===== src/verilog/rtcacc_map.svh =====
`ifndef RTCACC_MAP_SVH
`define RTCACC_MAP_SVH

// ----------------------------------------------------------------
// Register offsets
// ----------------------------------------------------------------
`define RTCACC_HUNDREDTHS_COUNT 8'h00
`define RTCACC_SECONDS_COUNT 8'h01
`define RTCACC_MINUTES_COUNT 8'h02
`define RTCACC_HOURS_COUNT 8'h03
`define RTCACC_DAY_OF_MONTH_COUNT 8'h04
`define RTCACC_DAY_OF_WEEK_COUNT 8'h05
`define RTCACC_MONTH_COUNT 8'h06
`define RTCACC_YEAR_COUNT 8'h07
`define RTCACC_FIRST_ALARM_SECOND_MATCH 8'h08
`define RTCACC_FIRST_ALARM_MINUTE_MATCH 8'h09
`define RTCACC_FIRST_ALARM_HOUR_MATCH 8'h0a
`define RTCACC_FIRST_ALARM_DAY_MATCH 8'h0b
`define RTCACC_FIRST_ALARM_MONTH_MATCH 8'h0c
`define RTCACC_SECOND_ALARM_MINUTE_MATCH 8'h0d
`define RTCACC_SECOND_ALARM_HOUR_MATCH 8'h0e
`define RTCACC_SECOND_ALARM_DOW_MATCH 8'h0f
`define RTCACC_ALARM_FIELD_ENABLES 8'h10
`define RTCACC_FUNCTION_CONTROL 8'h28
`define RTCACC_PTR_FIRST 8'h00
`define RTCACC_PTR_LAST 8'h2f
`define RTCACC_ALARM_COUNT 9

// ----------------------------------------------------------------
// Field positions in the function control register
// ----------------------------------------------------------------
`define RTCACC_VIEW_BIT 4
`define RTCACC_TWELVE_BIT 5
`define RTCACC_FUNC_MASK 8'h30

// ----------------------------------------------------------------
// Alarm enable bit positions
// ----------------------------------------------------------------
`define RTCACC_EN_A1_SEC 0
`define RTCACC_EN_A1_MIN 1
`define RTCACC_EN_A1_HOUR 2
`define RTCACC_EN_A1_DAY 3
`define RTCACC_EN_A1_MON 4
`define RTCACC_EN_A2_MIN 5
`define RTCACC_EN_A2_HOUR 6
`define RTCACC_EN_A2_DOW 7

// ----------------------------------------------------------------
// Reset values
// ----------------------------------------------------------------
`define RTCACC_RST_DAY 8'h01
`define RTCACC_RST_MONTH 8'h01

// ----------------------------------------------------------------
// Timing and counting limits
// ----------------------------------------------------------------
`define RTCACC_OSC_HZ 32768
`define RTCACC_TICK_HZ 100
`define RTCACC_BUS_MAX_KBPS 400
`define RTCACC_HUND_LAST 8'h99
`define RTCACC_MINSEC_LAST 8'h59
`define RTCACC_HOUR24_LAST 8'h23
`define RTCACC_HOUR12_LAST 8'h12
`define RTCACC_DOW_LAST 8'h06
`define RTCACC_MONTH_LAST 8'h12
`define RTCACC_YEAR_LAST 8'h99

`endif


===== src/verilog/rtcacc_pkg.sv =====
`include "rtcacc_map.svh"

package rtcacc_pkg;

	// ----------------------------------------------------------------
	// Byte level request from the serial engine
	// ----------------------------------------------------------------
	typedef struct packed {
		logic ptr_load;
		logic wr;
		logic rd;
		logic [7:0] data;
	} rtcacc_req_s;

	typedef enum logic [1:0] {
		FRZ_RUN = 2'b01,
		FRZ_HOLD = 2'b10
	} rtcacc_frz_e;

	// ----------------------------------------------------------------
	// State of the access block apart from the alarm and enable storage
	// ----------------------------------------------------------------
	typedef struct packed {
		logic [7:0] ptr;
		logic [7:0] rdata;
		logic rd_mem;
		logic [7:0] hund;
		logic [7:0] sec;
		logic [7:0] min;
		logic [7:0] hour;
		logic [7:0] day;
		logic [7:0] wday;
		logic [7:0] mon;
		logic [7:0] year;
		logic [23:0] ehours;
		logic [7:0] func;
		logic [15:0] acc;
		logic [3:0] pend;
		logic alm1;
		logic alm2;
		rtcacc_frz_e frz;
	} rtcacc_state_s;

endpackage


===== src/verilog/rtcacc_regmem.sv =====
`timescale 1ns/10ps

module rtcacc_regmem
	import rtcacc_pkg::*;
#(
	parameter int DEPTH = `RTCACC_ALARM_COUNT,
	parameter int DW = 8,
	parameter int AW = 4
) (
	input wire logic clk_i,
	input wire logic srst_i,
	input wire logic wr_en_i,
	input wire logic [AW-1:0] wr_addr_i,
	input wire logic [DW-1:0] wr_data_i,
	input wire logic rd_en_i,
	input wire logic [AW-1:0] rd_addr_i,
	output logic [DW-1:0] rd_data_o,
	output logic [DEPTH-1:0][DW-1:0] cells_o
);

	typedef struct packed {
		logic [DEPTH-1:0][DW-1:0] cells;
		logic [DW-1:0] rd;
	} rtcacc_mem_s;

	rtcacc_mem_s q;
	rtcacc_mem_s n;

	// ----------------------------------------------------------------
	// Storage with registered read port
	// ----------------------------------------------------------------
	always_comb begin
		n = q;
		if (wr_en_i && (32'(wr_addr_i) < DEPTH)) begin
			n.cells[wr_addr_i] = wr_data_i;
		end
		if (rd_en_i) begin
			n.rd = (32'(rd_addr_i) < DEPTH) ? q.cells[rd_addr_i] : '0;
		end
	end

	always_ff @(posedge clk_i) begin
		if (srst_i) begin
			q <= '0;
		end else begin
			q <= n;
		end
	end

	assign rd_data_o = q.rd;
	assign cells_o = q.cells;

endmodule // rtcacc_regmem


===== src/verilog/rtcacc_top.sv =====
`timescale 1ns/10ps

// Notes on behaviour
// - Pointer steps by one after every data byte read or written.
// - Stepping past the last location returns the pointer to the first.
// - Every location is one byte wide, even where bits have no storage.
// - Time, calendar and alarm fields are kept as packed BCD digits.
// - A read of a time register freezes counting until the transfer ends.
// - A mode bit picks calendar view or elapsed-time view of time locations.
// - Serial access up to 400 kbit/s; host must stay at or below it.
// - Hours run 1..12 with afternoon bit in 12-hour mode, else 0..23.
// - Counters advance from a tick divided down from the 32.768 kHz oscillator.

module rtcacc_top
	import rtcacc_pkg::*;
(
	input wire logic clk_i,
	input wire logic srst_i,
	input wire logic osc_tick_i,
	input wire logic xfer_active_i,
	input rtcacc_req_s req_i,
	output logic [7:0] rd_data_o,
	output logic [7:0] ptr_o,
	output logic frozen_o,
	output logic clock_view_select_o,
	output logic alarm1_match_o,
	output logic alarm2_match_o
);

	rtcacc_state_s q;
	rtcacc_state_s n;

	logic [`RTCACC_ALARM_COUNT-1:0][7:0] alm;
	logic [7:0] mem_rd;
	logic mem_wr;
	logic mem_rd_en;
	logic [3:0] mem_addr;
	logic [7:0] wmask;
	logic [7:0] wval;
	logic [7:0] rval;
	logic [16:0] acc_sum;
	logic [8:0] s;
	logic [4:0] h12;
	logic tick;
	logic advance;
	logic day_c;
	logic view;
	logic twelve;
	logic [7:0] en;

	// ----------------------------------------------------------------
	// Helper functions
	// ----------------------------------------------------------------
	// Step a BCD byte; at or past the last value it wraps to first and
	// reports a carry, so an out-of-range value written by software recovers.
	function automatic logic [8:0] bcd_step(input logic [7:0] v, input logic [7:0] last,
		input logic [7:0] first);
		logic [8:0] r;
		r = 9'h000;
		if (v >= last) begin
			r = {1'b1, first};
		end else if (v[3:0] == 4'h9) begin
			r = {1'b0, v[7:4] + 4'h1, 4'h0};
		end else begin
			r = {1'b0, v[7:4], v[3:0] + 4'h1};
		end
		return r;
	endfunction

	function automatic logic [23:0] bcd6_inc(input logic [23:0] v);
		logic [23:0] r;
		logic c;
		r = v;
		c = 1'b1;
		for (int i = 0; i < 6; i++) begin
			if (c) begin
				if (r[i*4+:4] == 4'h9) begin
					r[i*4+:4] = 4'h0;
				end else begin
					r[i*4+:4] = r[i*4+:4] + 4'h1;
					c = 1'b0;
				end
			end
		end
		return r;
	endfunction

	// Two-digit years only, so every year divisible by four is a leap year
	function automatic logic is_leap(input logic [7:0] y);
		logic r;
		r = 1'b0;
		if (y[4]) begin
			r = (y[3:0] == 4'h2) || (y[3:0] == 4'h6);
		end else begin
			r = (y[3:0] == 4'h0) || (y[3:0] == 4'h4) || (y[3:0] == 4'h8);
		end
		return r;
	endfunction

	function automatic logic [7:0] month_last(input logic [7:0] m, input logic [7:0] y);
		logic [7:0] r;
		r = 8'h31;
		case (m)
			8'h02: begin
				r = is_leap(y) ? 8'h29 : 8'h28;
			end
			8'h04, 8'h06, 8'h09, 8'h11: begin
				r = 8'h30;
			end
			default: begin
				r = 8'h31;
			end
		endcase
		return r;
	endfunction

	function automatic logic is_alarm(input logic [7:0] a);
		return (a >= `RTCACC_FIRST_ALARM_SECOND_MATCH) && (a <= `RTCACC_ALARM_FIELD_ENABLES);
	endfunction

	// Implemented bits per location; shared by read and write paths
	function automatic logic [7:0] field_mask(input logic [7:0] a, input logic sw);
		logic [7:0] r;
		r = 8'h00;
		case (a)
			`RTCACC_HUNDREDTHS_COUNT, `RTCACC_SECONDS_COUNT, `RTCACC_MINUTES_COUNT: begin
				r = 8'hff;
			end
			`RTCACC_HOURS_COUNT, `RTCACC_DAY_OF_MONTH_COUNT: begin
				r = sw ? 8'hff : 8'h3f;
			end
			`RTCACC_DAY_OF_WEEK_COUNT: begin
				r = sw ? 8'hff : 8'h07;
			end
			`RTCACC_MONTH_COUNT: begin
				r = sw ? 8'h00 : 8'h1f;
			end
			`RTCACC_YEAR_COUNT: begin
				r = sw ? 8'h00 : 8'hff;
			end
			`RTCACC_FIRST_ALARM_SECOND_MATCH, `RTCACC_FIRST_ALARM_MINUTE_MATCH,
			`RTCACC_SECOND_ALARM_MINUTE_MATCH: begin
				r = 8'h7f;
			end
			`RTCACC_FIRST_ALARM_HOUR_MATCH, `RTCACC_FIRST_ALARM_DAY_MATCH,
			`RTCACC_SECOND_ALARM_HOUR_MATCH: begin
				r = 8'h3f;
			end
			`RTCACC_FIRST_ALARM_MONTH_MATCH: begin
				r = 8'h1f;
			end
			`RTCACC_SECOND_ALARM_DOW_MATCH: begin
				r = 8'h07;
			end
			`RTCACC_ALARM_FIELD_ENABLES: begin
				r = 8'hff;
			end
			`RTCACC_FUNCTION_CONTROL: begin
				r = `RTCACC_FUNC_MASK;
			end
			default: begin
				r = 8'h00;
			end
		endcase
		return r;
	endfunction

	// ----------------------------------------------------------------
	// Alarm and enable storage
	// ----------------------------------------------------------------
	assign mem_addr = 4'(q.ptr - `RTCACC_FIRST_ALARM_SECOND_MATCH);
	assign wmask = field_mask(q.ptr, view);
	assign wval = req_i.data & wmask;
	assign mem_wr = req_i.wr && !req_i.ptr_load && is_alarm(q.ptr);
	assign mem_rd_en = req_i.rd && !req_i.ptr_load && is_alarm(q.ptr);

	rtcacc_regmem #(
		.DEPTH(`RTCACC_ALARM_COUNT),
		.DW(8),
		.AW(4)
	) u_alarm_mem (
		.clk_i(clk_i),
		.srst_i(srst_i),
		.wr_en_i(mem_wr),
		.wr_addr_i(mem_addr),
		.wr_data_i(wval),
		.rd_en_i(mem_rd_en),
		.rd_addr_i(mem_addr),
		.rd_data_o(mem_rd),
		.cells_o(alm)
	);

	assign view = q.func[`RTCACC_VIEW_BIT];
	assign twelve = q.func[`RTCACC_TWELVE_BIT];
	assign en = alm[`RTCACC_ALARM_COUNT-1];

	// ----------------------------------------------------------------
	// Read value of the addressed location
	// ----------------------------------------------------------------
	always_comb begin
		rval = 8'h00;
		case (q.ptr)
			`RTCACC_HUNDREDTHS_COUNT: rval = q.hund;
			`RTCACC_SECONDS_COUNT: rval = q.sec;
			`RTCACC_MINUTES_COUNT: rval = q.min;
			`RTCACC_HOURS_COUNT: rval = view ? q.ehours[7:0] : q.hour;
			`RTCACC_DAY_OF_MONTH_COUNT: rval = view ? q.ehours[15:8] : q.day;
			`RTCACC_DAY_OF_WEEK_COUNT: rval = view ? q.ehours[23:16] : q.wday;
			`RTCACC_MONTH_COUNT: rval = q.mon;
			`RTCACC_YEAR_COUNT: rval = q.year;
			`RTCACC_FUNCTION_CONTROL: rval = q.func;
			default: rval = 8'h00;
		endcase
		rval = rval & wmask;
	end

	// ----------------------------------------------------------------
	// Next state
	// ----------------------------------------------------------------
	always_comb begin
		n = q;
		tick = 1'b0;
		s = 9'h000;
		h12 = 5'h00;
		day_c = 1'b0;
		acc_sum = {1'b0, q.acc};

		// Fractional divider: 100 ticks from 32768 oscillator edges, no drift
		if (osc_tick_i) begin
			acc_sum = {1'b0, q.acc} + 17'(`RTCACC_TICK_HZ);
			if (acc_sum >= 17'(`RTCACC_OSC_HZ)) begin
				acc_sum = acc_sum - 17'(`RTCACC_OSC_HZ);
				tick = 1'b1;
			end
			n.acc = acc_sum[15:0];
		end

		// Up to 15 ticks seen while frozen are banked and replayed afterwards
		advance = (q.frz == FRZ_RUN) && (tick || (q.pend != 4'h0));
		if (tick && !advance && (q.pend != 4'hf)) begin
			n.pend = q.pend + 4'h1;
		end else if (!tick && advance) begin
			n.pend = q.pend - 4'h1;
		end

		case (q.frz)
			FRZ_RUN: begin
				if (req_i.rd && !req_i.ptr_load && (q.ptr <= `RTCACC_YEAR_COUNT)) begin
					n.frz = FRZ_HOLD;
				end
			end
			FRZ_HOLD: begin
				if (!xfer_active_i) begin
					n.frz = FRZ_RUN;
				end
			end
			default: begin
				n.frz = FRZ_RUN;
			end
		endcase

		// BCD carry chain
		if (advance) begin
			s = bcd_step(q.hund, `RTCACC_HUND_LAST, 8'h00);
			n.hund = s[7:0];
			if (s[8]) begin
				s = bcd_step({1'b0, q.sec[6:0]}, `RTCACC_MINSEC_LAST, 8'h00);
				n.sec = {q.sec[7], s[6:0]};
				if (s[8]) begin
					s = bcd_step({1'b0, q.min[6:0]}, `RTCACC_MINSEC_LAST, 8'h00);
					n.min = {q.min[7], s[6:0]};
					if (s[8] && view) begin
						n.ehours = bcd6_inc(q.ehours);
					end else if (s[8]) begin
						if (twelve) begin
							h12 = q.hour[4:0];
							if (h12 == 5'h11) begin
								n.hour = {2'b00, ~q.hour[5], 5'h12};
								day_c = q.hour[5];
							end else if (h12 >= 5'h12) begin
								n.hour = {2'b00, q.hour[5], 5'h01};
							end else begin
								s = bcd_step({3'b000, h12}, `RTCACC_HOUR12_LAST, 8'h01);
								n.hour = {2'b00, q.hour[5], s[4:0]};
							end
						end else begin
							s = bcd_step({2'b00, q.hour[5:0]}, `RTCACC_HOUR24_LAST, 8'h00);
							n.hour = {2'b00, s[5:0]};
							day_c = s[8];
						end
						if (day_c) begin
							s = bcd_step({2'b00, q.day[5:0]}, month_last(q.mon, q.year), 8'h01);
							n.day = {2'b00, s[5:0]};
							n.wday = 8'(bcd_step(q.wday, `RTCACC_DOW_LAST, 8'h00));
							if (s[8]) begin
								s = bcd_step(q.mon, `RTCACC_MONTH_LAST, 8'h01);
								n.mon = s[7:0];
								if (s[8]) begin
									n.year = 8'(bcd_step(q.year, `RTCACC_YEAR_LAST, 8'h00));
								end
							end
						end
					end
				end
			end
		end

		// Host writes win over the same-cycle count step
		if (req_i.wr && !req_i.ptr_load) begin
			case (q.ptr)
				`RTCACC_HUNDREDTHS_COUNT: n.hund = wval;
				`RTCACC_SECONDS_COUNT: n.sec = wval;
				`RTCACC_MINUTES_COUNT: n.min = wval;
				`RTCACC_HOURS_COUNT: begin
					if (view) n.ehours[7:0] = wval;
					else n.hour = wval;
				end
				`RTCACC_DAY_OF_MONTH_COUNT: begin
					if (view) n.ehours[15:8] = wval;
					else n.day = wval;
				end
				`RTCACC_DAY_OF_WEEK_COUNT: begin
					if (view) n.ehours[23:16] = wval;
					else n.wday = wval;
				end
				`RTCACC_MONTH_COUNT: begin
					if (!view) n.mon = wval;
				end
				`RTCACC_YEAR_COUNT: begin
					if (!view) n.year = wval;
				end
				`RTCACC_FUNCTION_CONTROL: n.func = wval;
				default: begin
				end
			endcase
		end

		// Read capture and pointer; the engine paces bytes at bus rate
		if (req_i.rd && !req_i.ptr_load) begin
			n.rdata = rval;
			n.rd_mem = is_alarm(q.ptr);
		end
		if (req_i.ptr_load) begin
			n.ptr = req_i.data;
		end else if (req_i.wr || req_i.rd) begin
			if (q.ptr >= `RTCACC_PTR_LAST) begin
				n.ptr = `RTCACC_PTR_FIRST;
			end else begin
				n.ptr = q.ptr + 8'h01;
			end
		end

		// Registered alarm comparison, calendar view only
		n.alm1 = !view
			&& (!en[`RTCACC_EN_A1_SEC] || (q.sec[6:0] == alm[0][6:0]))
			&& (!en[`RTCACC_EN_A1_MIN] || (q.min[6:0] == alm[1][6:0]))
			&& (!en[`RTCACC_EN_A1_HOUR] || (q.hour[5:0] == alm[2][5:0]))
			&& (!en[`RTCACC_EN_A1_DAY] || (q.day[5:0] == alm[3][5:0]))
			&& (!en[`RTCACC_EN_A1_MON] || (q.mon[4:0] == alm[4][4:0]));
		n.alm2 = !view
			&& (!en[`RTCACC_EN_A2_MIN] || (q.min[6:0] == alm[5][6:0]))
			&& (!en[`RTCACC_EN_A2_HOUR] || (q.hour[5:0] == alm[6][5:0]))
			&& (!en[`RTCACC_EN_A2_DOW] || (q.wday[2:0] == alm[7][2:0]));
	end

	// ----------------------------------------------------------------
	// State register
	// ----------------------------------------------------------------
	always_ff @(posedge clk_i) begin
		if (srst_i) begin
			q <= '0;
			q.day <= `RTCACC_RST_DAY;
			q.mon <= `RTCACC_RST_MONTH;
			q.frz <= FRZ_RUN;
		end else begin
			q <= n;
		end
	end

	// ----------------------------------------------------------------
	// Outputs
	// ----------------------------------------------------------------
	assign rd_data_o = q.rd_mem ? (mem_rd & 8'hff) : q.rdata;
	assign ptr_o = q.ptr;
	assign frozen_o = (q.frz == FRZ_HOLD);
	assign clock_view_select_o = view;
	assign alarm1_match_o = q.alm1;
	assign alarm2_match_o = q.alm2;

endmodule // rtcacc_top


===== config.mk =====
export PLATFORM = sky130hd
export DESIGN_NAME = rtcacc_top
export DESIGN_NICKNAME = d
export VERILOG_FILES = /design/src/verilog/rtcacc_pkg.sv /design/src/verilog/rtcacc_regmem.sv /design/src/verilog/rtcacc_top.sv
export VERILOG_INCLUDE_DIRS = /design/src /design/src/verilog
export SDC_FILE = /design/constraint.sdc
export NUM_CORES = 1
export LEC_CHECK = 0
export BUFFER_PORTS_ARGS = -buffer_cell sky130_fd_sc_hd__buf_2
export CORE_UTILIZATION = 39
export DETAILED_ROUTE_END_ITERATION = 8
export HOLD_SLACK_MARGIN = 0.1
export SYNTH_ARGS = -nofsm -noshare
export SYNTH_HDL_FRONTEND = slang
export SYNTH_SLANG_ARGS = --single-unit

===== constraint.sdc =====
create_clock -name clk_i -period 6.7 [get_ports clk_i]
set_clock_uncertainty 0.1 [all_clocks]
set_input_delay 1.005 -clock clk_i [delete_from_list [all_inputs] [get_ports clk_i]]
set_output_delay 1.005 -clock clk_i [all_outputs]
set_load 0.005 [all_outputs]

==> reports/metrics.yaml, run 1 <==
status:
  outcome: "complete, no violations"
floorplan:
  fp.dieH_um: 187
  coreArea_mm2: 0.0335
  start_util_pct: 39.7
  std_cell_rows: 67
  dieArea_mm2: 0.0349
  die_w_um: 187
  io_pins: 35
place:
  dpl.hpwl_um: 34700
  globalplace.congestion: 1.01
  io_buffers: 34
worst_setup_path:
  cp-end-kind: "flop"
  cp_top_family: "compound AO/OA/AOI/OAI gates"
  worstSetupPathType: "reg -> reg"
  crit_chain: "inv_1, ha_1, buf_4, nor3_1, o32ai_1, o21ai_1, nand2_1, o21ai_0, a221oi_1"
  cp.arrival_ps: 4680
  cp_max_fo: 24
  worst-r2r-cell-count: 9
  cp_slowest_stage_delay_ps: 880
  startpoint_type: "flop"
  rrSetupSlack_ps: 2280
  r2r-start: "ptr_o[1]"
  r2r-end: "q[84]"
  path_buf_inv: 2
  crit_required_ps: 6970
  critPathSlowestCell: "o21ai_0"
power:
  p_leak_uw: 0.00498
  ir_drop_mv: 0.198
  power_density_mw_per_mm2: 220
min_path:
  min_to: "q[128]"
  min_path_type: "reg -> reg"
  worstHoldStart: "q[128]"
  min_path_cells: 2
logic_synthesis:
  synth_nets: 1742
  ys_types: 88
  ys_warn_count: 0
  ys_seq_area_share_pct: 32.3
  synth_top_family_by_area: "simple AND/OR/NAND/NOR gates"
  netlist_instances: 1691
  synthFlopType: "dfxtp_1"
  synth_edf_count: 0
  synth_xor_area_share_pct: 5.07
  synthSimpleGateAreaFrac_pct: 24.5
  synth_compound_area_share_pct: 23.5
  synthArstFlopShare_pct: 0
  synth_mux_area_share_pct: 5.22
  synth-seq-cells: 215
  syn_area_mm2: 0.0133
  synthAdderAreaFrac_pct: 3.44
  syn_avg_cell_area_um2: 7.87
detailed_routing:
  wl_per_cell_um: 23.9
  routed_wl_um: 50100
  num_vias: 13500
  drtAntennaViolNets: 0
  drc: 0
  dr.pass1.iters: 6
  viasPerCell: 6.47
  initialDrtViolationCount: 1554
cts:
  cts_resized: 0
  clock_latency_ps: 540
  hold_buffers: 0
  cts_max_path_buffers: 3
  cts_root_buf: "clkbuf_16"
  tritoncts: "built"
  cts_htree_levels: 1
  cts.sinks: 215
  cts.reportedPaths.clkPinSlew_ps: 60
  cts_inserted_buffers: 26
  post_cts.repair.setup_buffers: 0
global_routing:
  grt_antenna_before_repair: 0
  grtUsageMet3_pct: 4.21
  grt_max_degree: 62
  grt_remaining_overflow: 0
  met2_usage_pct: 42.6
  grt_pass1_vias: 12100
  grt_busiest_layer: "met2"
  grt.met1_usage_pct: 38.3
  grt.total_usage_pct: 27.7
  grt_pass1_wl_um: 75400
final_layout:
  area_growth_pct: 9.34
  utilization_pct: 43.4
  n_fill_cell: 3403
  final_nets: 1678
  drive_gt1_share_pct: 9.54
  layout_common_cells: "dfxtp_1, nand2_1, a21oi_1"
  diodes: 0
  final_common_cell: "dfxtp_1"
sta:
  drv_slew: 0
  hold_viol_final: 0
  fin_crit_sh_pct: 65.9
  tightest_slew_ps: 1140
  slew_headroom_pct: 24.1
  setup-tns-final_ps: 0
  min_period_ps: 4420
  rsz0062_at_grt: "false"
  setup_viol: 0
  fmax_ghz: 0.226
job:
  maxCapViolCount: 0
[sequential cells by signal, indices dropped and copies added (netlist names)]
register and flops:
alarm1_match_o 1, alarm2_match_o 1, clock_view_select_o 1, ptr_o 8
q 124, u_alarm_mem.cells_o 72, u_alarm_mem.rd_data_o 8
[synth_stat cells, types with 9 or more instances]
library cell  instances  area, µm²
a211oi_1             17        128
xnor2_1              45        394
xor2_1               32        280
ha_1                 35        438
nor2b_1              24        150
a22oi_1              26        195
a31oi_1              27        169
buf_2                24        120
a311oi_1              9       78.8
nand2_1             177        664
clkbuf_1            105        394
nor3b_1              13       97.6
a21oi_1             147        736
buf_4                12       90.1
inv_1                39        146
mux2_2               11        124
nor3_1               30        150
and3_1               24        150
o31ai_1              14        105
or3_1                11       68.8
nor2_1              125        469
nand3_1              98        490
a222oi_1             15        150
nand2b_1             15       93.8
nand4_1              40        250
o21ai_0              96        480
dfxtp_1             215       4300
buf_1                12       45.0
a221oi_1             35        307
and2_1               13       81.3
nor4_1               23        144
mux2i_1              39        390
[how the worst max path moves through the flow]
stage / from / endpoint / depth (start not counted)
2_1_floorplan: ptr_o[0] / q[50] / 11
3_3_place_gp: osc_tick_i / q[60] / 7
3_5_place_dp: ptr_o[1] / q[68] / 9
4_1_cts: ptr_o[1] / q[68] / 9
5_1_grt: ptr_o[1] / q[68] / 9
6_report: ptr_o[1] / q[84] / 9
[cells by family after synthesis]
family / count (synthesis)
XOR/XNOR: 77
AO/OA/AOI/OAI: 470
AND/OR/NAND/NOR: 643
multiplexers: 58
buffers and inverters: 192
adder cells (fa/ha/maj): 36
flip-flops: 215
[stage by stage]
stage          hold WS [ps]  power, µW  setup WS [ps]  instances  cell area (µm²)
2_1_floorplan           329       1550           3130       1691            13300
3_3_place_gp            342       1690           2470       2047            13600
3_5_place_dp            345       1690           2390       2047            13600
4_1_cts                 361       3200           2400       2094            14600
5_1_grt                 373       3280           2100       2094            14600
6_report                360       3200           2280       2094            14600
[worst min-delay path, delay by kind of cell (launching register included)]
kind             cells  cell delay (ps)
AND/OR/NAND/NOR      1               50
flip-flops           1              310
AO/OA/AOI/OAI        1               60
[report_power, final]
group / switching [µW] / internal [µW] / total [µW] / leakage (µW)
clock network: 597 / 921 / 1520 / 0.000436
registers: 39.1 / 1290 / 1330 / 0.00174
logic: 257 / 87.3 / 344 / 0.00280
[layout make-up]
| class | count | area, µm² | area share, % |
|---|---|---|---|
| Tap cell | 448 | 561 | 3.85 |
| Timing Repair Buffer | 61 | 379 | 2.61 |
| Multi-Input combinational cell | 1284 | 8250 | 56.7 |
| Inverter | 39 | 146 | 1.01 |
| Clock buffer | 34 | 732 | 5.03 |
| Sequential cell | 215 | 4310 | 29.6 |
| Clock inverter | 13 | 175 | 1.20 |
[layer usage]
metal / part of all wire, % / routed length [µm] / up-vias
li1: - / - / 6114
met1: 41 / 20800 / 6518
met2: 44 / 21900 / 755
met3: 10 / 5060 / 156
met4: 4.7 / 2380 / 0
met5: 0 / 0 / -
(Power assumes the default switching activity.)
==> inputs of run 2 (changes only) <==
Settings changed: ABC_AREA from default to 1.
Clock period 6.7 ns to 3.6 ns, I/O delays scaled along.
==> reports/metrics.yaml, run 2 <==
sta:
  fmax_ghz: 0.311  # was 0.226 GHz
  min_period_ps: 3220  # was 4420 ps
  setup-tns-final_ps: 0  # unchanged
  setup_ws_ps: 381  # was 2280 ps
  fin_crit_sh_pct: 89.4  # was 65.9%
  tightest_slew_ps: 1260  # was 1140 ps
  slew_headroom_pct: 15.5  # was 24.1%
  hold_viol_final: 0  # unchanged
  drv_slew: 0  # unchanged
  setup_viol: 0  # unchanged
logic_synthesis:
  ys_top_cells_by_count: "nand2_1, a21oi_1, inv_1, dfxtp_1, o21ai_0"  # was dfxtp_1, nand2_1, a21oi_1, nor2_1, clkbuf_1
  ys_types: 57  # was 88
  synth_edf_count: 0  # unchanged
  synth_nets: 2071  # was 1,742
  syn_avg_cell_area_um2: 6.64  # was 7.87 µm²
  synthFlopType: "dfxtp_1"  # unchanged
  netlist_instances: 2020  # was 1,691
  ys_warn_count: 0  # unchanged
  synth-seq-cells: 215  # unchanged
  yosysMostFrequentCell: "nand2_1"  # was dfxtp_1
  synth_top_area_cell: "dfxtp_1"  # unchanged
  ys_top_cells_by_area: "dfxtp_1, nand2_1, a21oi_1"  # was dfxtp_1, a21oi_1, nand2_1
  syn_area_mm2: 0.0134  # was 0.0133 mm²
  synth_top_area_share_pct: 32.1  # was 32.3%
  ys_seq_area_share_pct: 32.1  # was 32.3%
  synthArstFlopShare_pct: 0  # unchanged
global_routing:
  grt_remaining_overflow: 0  # unchanged
  grt_pass1_vias: 13200  # was 12,100
  grt_antenna_before_repair: 0  # unchanged
  grt_max_degree: 76  # was 62
  grt_pass1_wl_um: 76600  # was 75,400 µm
  grt.total_usage_pct: 27.8  # was 27.7%
floorplan:
  dieArea_mm2: 0.0351  # was 0.0349 mm²
  io_pins: 35  # unchanged
  die_w_um: 187  # about the same
  coreArea_mm2: 0.0337  # was 0.0335 mm²
  start_util_pct: 39.8  # was 39.7%
  fp.dieH_um: 187  # about the same
  std_cell_rows: 67  # unchanged
worst_setup_path:
  startpoint_type: "flop"  # unchanged
  cp-end-kind: "flop"  # unchanged
  critPathSlowestCell: "dfxtp_1"  # was o21ai_0
  cp_max_fo: 6  # was 24
  worstSetupPathType: "reg -> reg"  # unchanged
  cp_slowest_stage_delay_ps: 460  # was 880 ps
  worst-r2r-cell-count: 16  # was 9
  cp.arrival_ps: 3630  # was 4680 ps
  crit_top_cell: "nand3_1"
  rrSetupSlack_ps: 380  # was 2280 ps
  crit_required_ps: 4010  # was 6970 ps
  r2r-end: "q[56]"  # was q[84]
  r2r-start: "q[64]"  # was ptr_o[1]
  crit_chain: "inv_1, nor2_1, nand3_1, inv_1, a31oi_1, o21ai_0, nor2_1, ha_1, nand4_1, nand3_1, nand2_1, nor3_2, nand3_1, inv_1, nand3_1, a21oi_1"  # was inv_1, ha_1, buf_4, nor3_1, o32ai_1, o21ai_1, nand2_1, o21ai_0, a221oi_1
power:
  power_density_mw_per_mm2: 419  # was 220 mW/mm²
  ir_drop_mv: 0.374  # was 0.198 mV
  p_leak_uw: 0.00626  # was 0.00498 µW
  clockPowerShare_pct: 42.8  # was 47.5%
  p_sw_share_pct: 31.2  # was 27.9%
  comb_power_share_pct: 16.7  # was 10.8%
  p_int_uw: 4280  # was 2300 µW
  seqPwrFrac_pct: 40.5  # was 41.7%
  power.switching_uw: 1940  # was 893 µW
min_path:
  min_path_type: "in -> reg"  # was reg -> reg
  worstHoldStart: "req_i[7]"  # was q[128]
  min_to: "ptr_o[7]"  # was q[128]
  min_path_cells: 3  # was 2
place:
  place_ws_ps: 247  # was 2390 ps
  dpl.hpwl_um: 35300  # was 34,700 µm
  io_buffers: 34  # unchanged
  globalplace.congestion: 0.947  # was 1.01
detailed_routing:
  initialDrtViolationCount: 1356  # was 1,554
  routed_wl_um: 49200  # was 50,100 µm
  drc: 0  # unchanged
  dr.pass1.iters: 8  # was 6
  num_vias: 14100  # was 13,500
  viasPerCell: 5.65  # was 6.47
  wl_per_cell_um: 19.7  # was 23.9 µm
  drtAntennaViolNets: 0  # unchanged
cts:
  tritoncts: "built"  # unchanged
  post_cts.repair.setup_buffers: 0  # unchanged
  cts_max_path_buffers: 3  # unchanged
  hold_buffers: 0  # unchanged
  cts_inserted_buffers: 27  # was 26
  clock_latency_ps: 580  # was 540 ps
  cts_root_buf: "clkbuf_16"  # unchanged
  cts_htree_levels: 1  # unchanged
  cts.sinks: 215  # unchanged
  cts.reportedPaths.clkPinSlew_ps: 60  # about the same
job:
  maxCapViolCount: 0  # unchanged
final_layout:
  final_common_cell: "nand2_1"  # was dfxtp_1
  drive_gt1_share_pct: 8.95  # was 9.54%
  area_growth_pct: 10.7  # was 9.34%
  final_nets: 2076  # was 1,678
  regMostFlops: "q"  # unchanged
  largest_register_ffs: 124  # unchanged
  diodes: 0  # unchanged
  layout_common_cells: "nand2_1, a21oi_1, inv_1"  # was dfxtp_1, nand2_1, a21oi_1
  n_fill_cell: 3543  # was 3,403
status:
  outcome: "complete, no violations"  # unchanged
-- run 2: cell types whose count changed in the layout (fill, tap and decap cells not counted), moves of 25 or more --
cell      before  now
a21oi_1      147  231
a221oi_1      35   10
a22oi_1       26    0
inv_1         38  227
mux2i_1       39    0
nand2_1      177  362
nand3_1       98  128
nor2_1       125  193
o21ai_0       96  206
o22ai_1        4   35
xnor2_1       45   15
-- run 2: timing repair --
action | in CTS | in global routing
setup endpoints to repair | 0 | 12
gates resized for setup | 0 | 2
hold endpoints to repair | 0 | 0
-- run 2: power groups by stage --
stage                     clock network, µW  logic (µW)  registers [µW]
final                                  2660        1040            2520
after global routing                   2800        1120            2530
after CTS                              2710        1020            2520
after detailed placement                  0        1010            2570
after global placement                    0        1000            2570
after floorplan                           0         675            2550
-- run 2: layout make-up --
| cell class | count | area, µm² | share of cell area [%] |
|---|---|---|---|
| flip-flops and latches | 215 | 4310 | 29.0 |
| multi-input cells | 1472 | 7750 | 52.2 |
| clock inverters | 6 | 45.0 | 0.304 |
| repair buffers | 67 | 443 | 2.99 |
| inverters | 242 | 915 | 6.17 |
| clock buffers | 43 | 816 | 5.50 |
| well taps | 448 | 561 | 3.78 |
-- run 2: per-layer routing --
| metal | GRT usage (%) | share of wire (%) | routed length, µm | vias to the layer above |
|---|---|---|---|---|
| met3 | 3.64 | 8.2 | 4040 | 113 |
| li1 | - | - | - | 6791 |
| met5 | 0 | 0 | 0 | - |
| met4 | 11.2 | 4.0 | 1980 | 0 |
| met2 | 44.9 | 45 | 22200 | 605 |
| met1 | 37.5 | 43 | 20900 | 6586 |
-- run 2: worst max-delay path by stage --
stage / from / endpoint / slack, ps
2_1_floorplan: ptr_o[0] / q[41] / 830
3_3_place_gp: q[70] / q[59] / 430
3_5_place_dp: q[68] / q[57] / 250
4_1_cts: q[68] / q[56] / 250
5_1_grt: q[64] / q[59] / -10
6_report: q[64] / q[56] / 380
-- run 2: critical path: cells and delay by family (launching register included) --
family                     cells  cell delay, ps
and+or+nand+nor                9            1420
buffers and inverters          3             490
DFF                            1             460
AOI/OAI and AO/OA              3             390
adders and majority gates      1             290
-- run 2: through the flow --
| step | std cells | utilization (%) | area [µm²] | total power [µW] | hold slack (ps) |
|---|---|---|---|---|---|
| 3_5_place_dp | 2444 | 41.4 | 14000 | 3580 | 338 |
| 6_report | 2493 | 44.0 | 14800 | 6220 | 125 |
| 3_3_place_gp | 2444 | 41.4 | 14000 | 3570 | 332 |
| 4_1_cts | 2493 | 44.0 | 14800 | 6240 | 104 |
| 5_1_grt | 2493 | 44.0 | 14800 | 6450 | 126 |
| 2_1_floorplan | 2020 | - | 13400 | 3220 | 324 |
-- run 2: cells by family (layout without fill, tap and decap cells) --
| kind of cell | Yosys count | in the layout | share of synthesized area, % |
|---|---|---|---|
| muxes | 8 | 8 | 0.672 |
| xor gates and xnor gates | 46 | 46 | 3.01 |
| AOI/OAI and AO/OA | 551 | 551 | 22.5 |
| and+or+nand+nor | 831 | 831 | 28.1 |
| buffers and inverters | 333 | 358 | 10.2 |
| adders and majority gates | 36 | 36 | 3.42 |
| DFF | 215 | 215 | 32.1 |
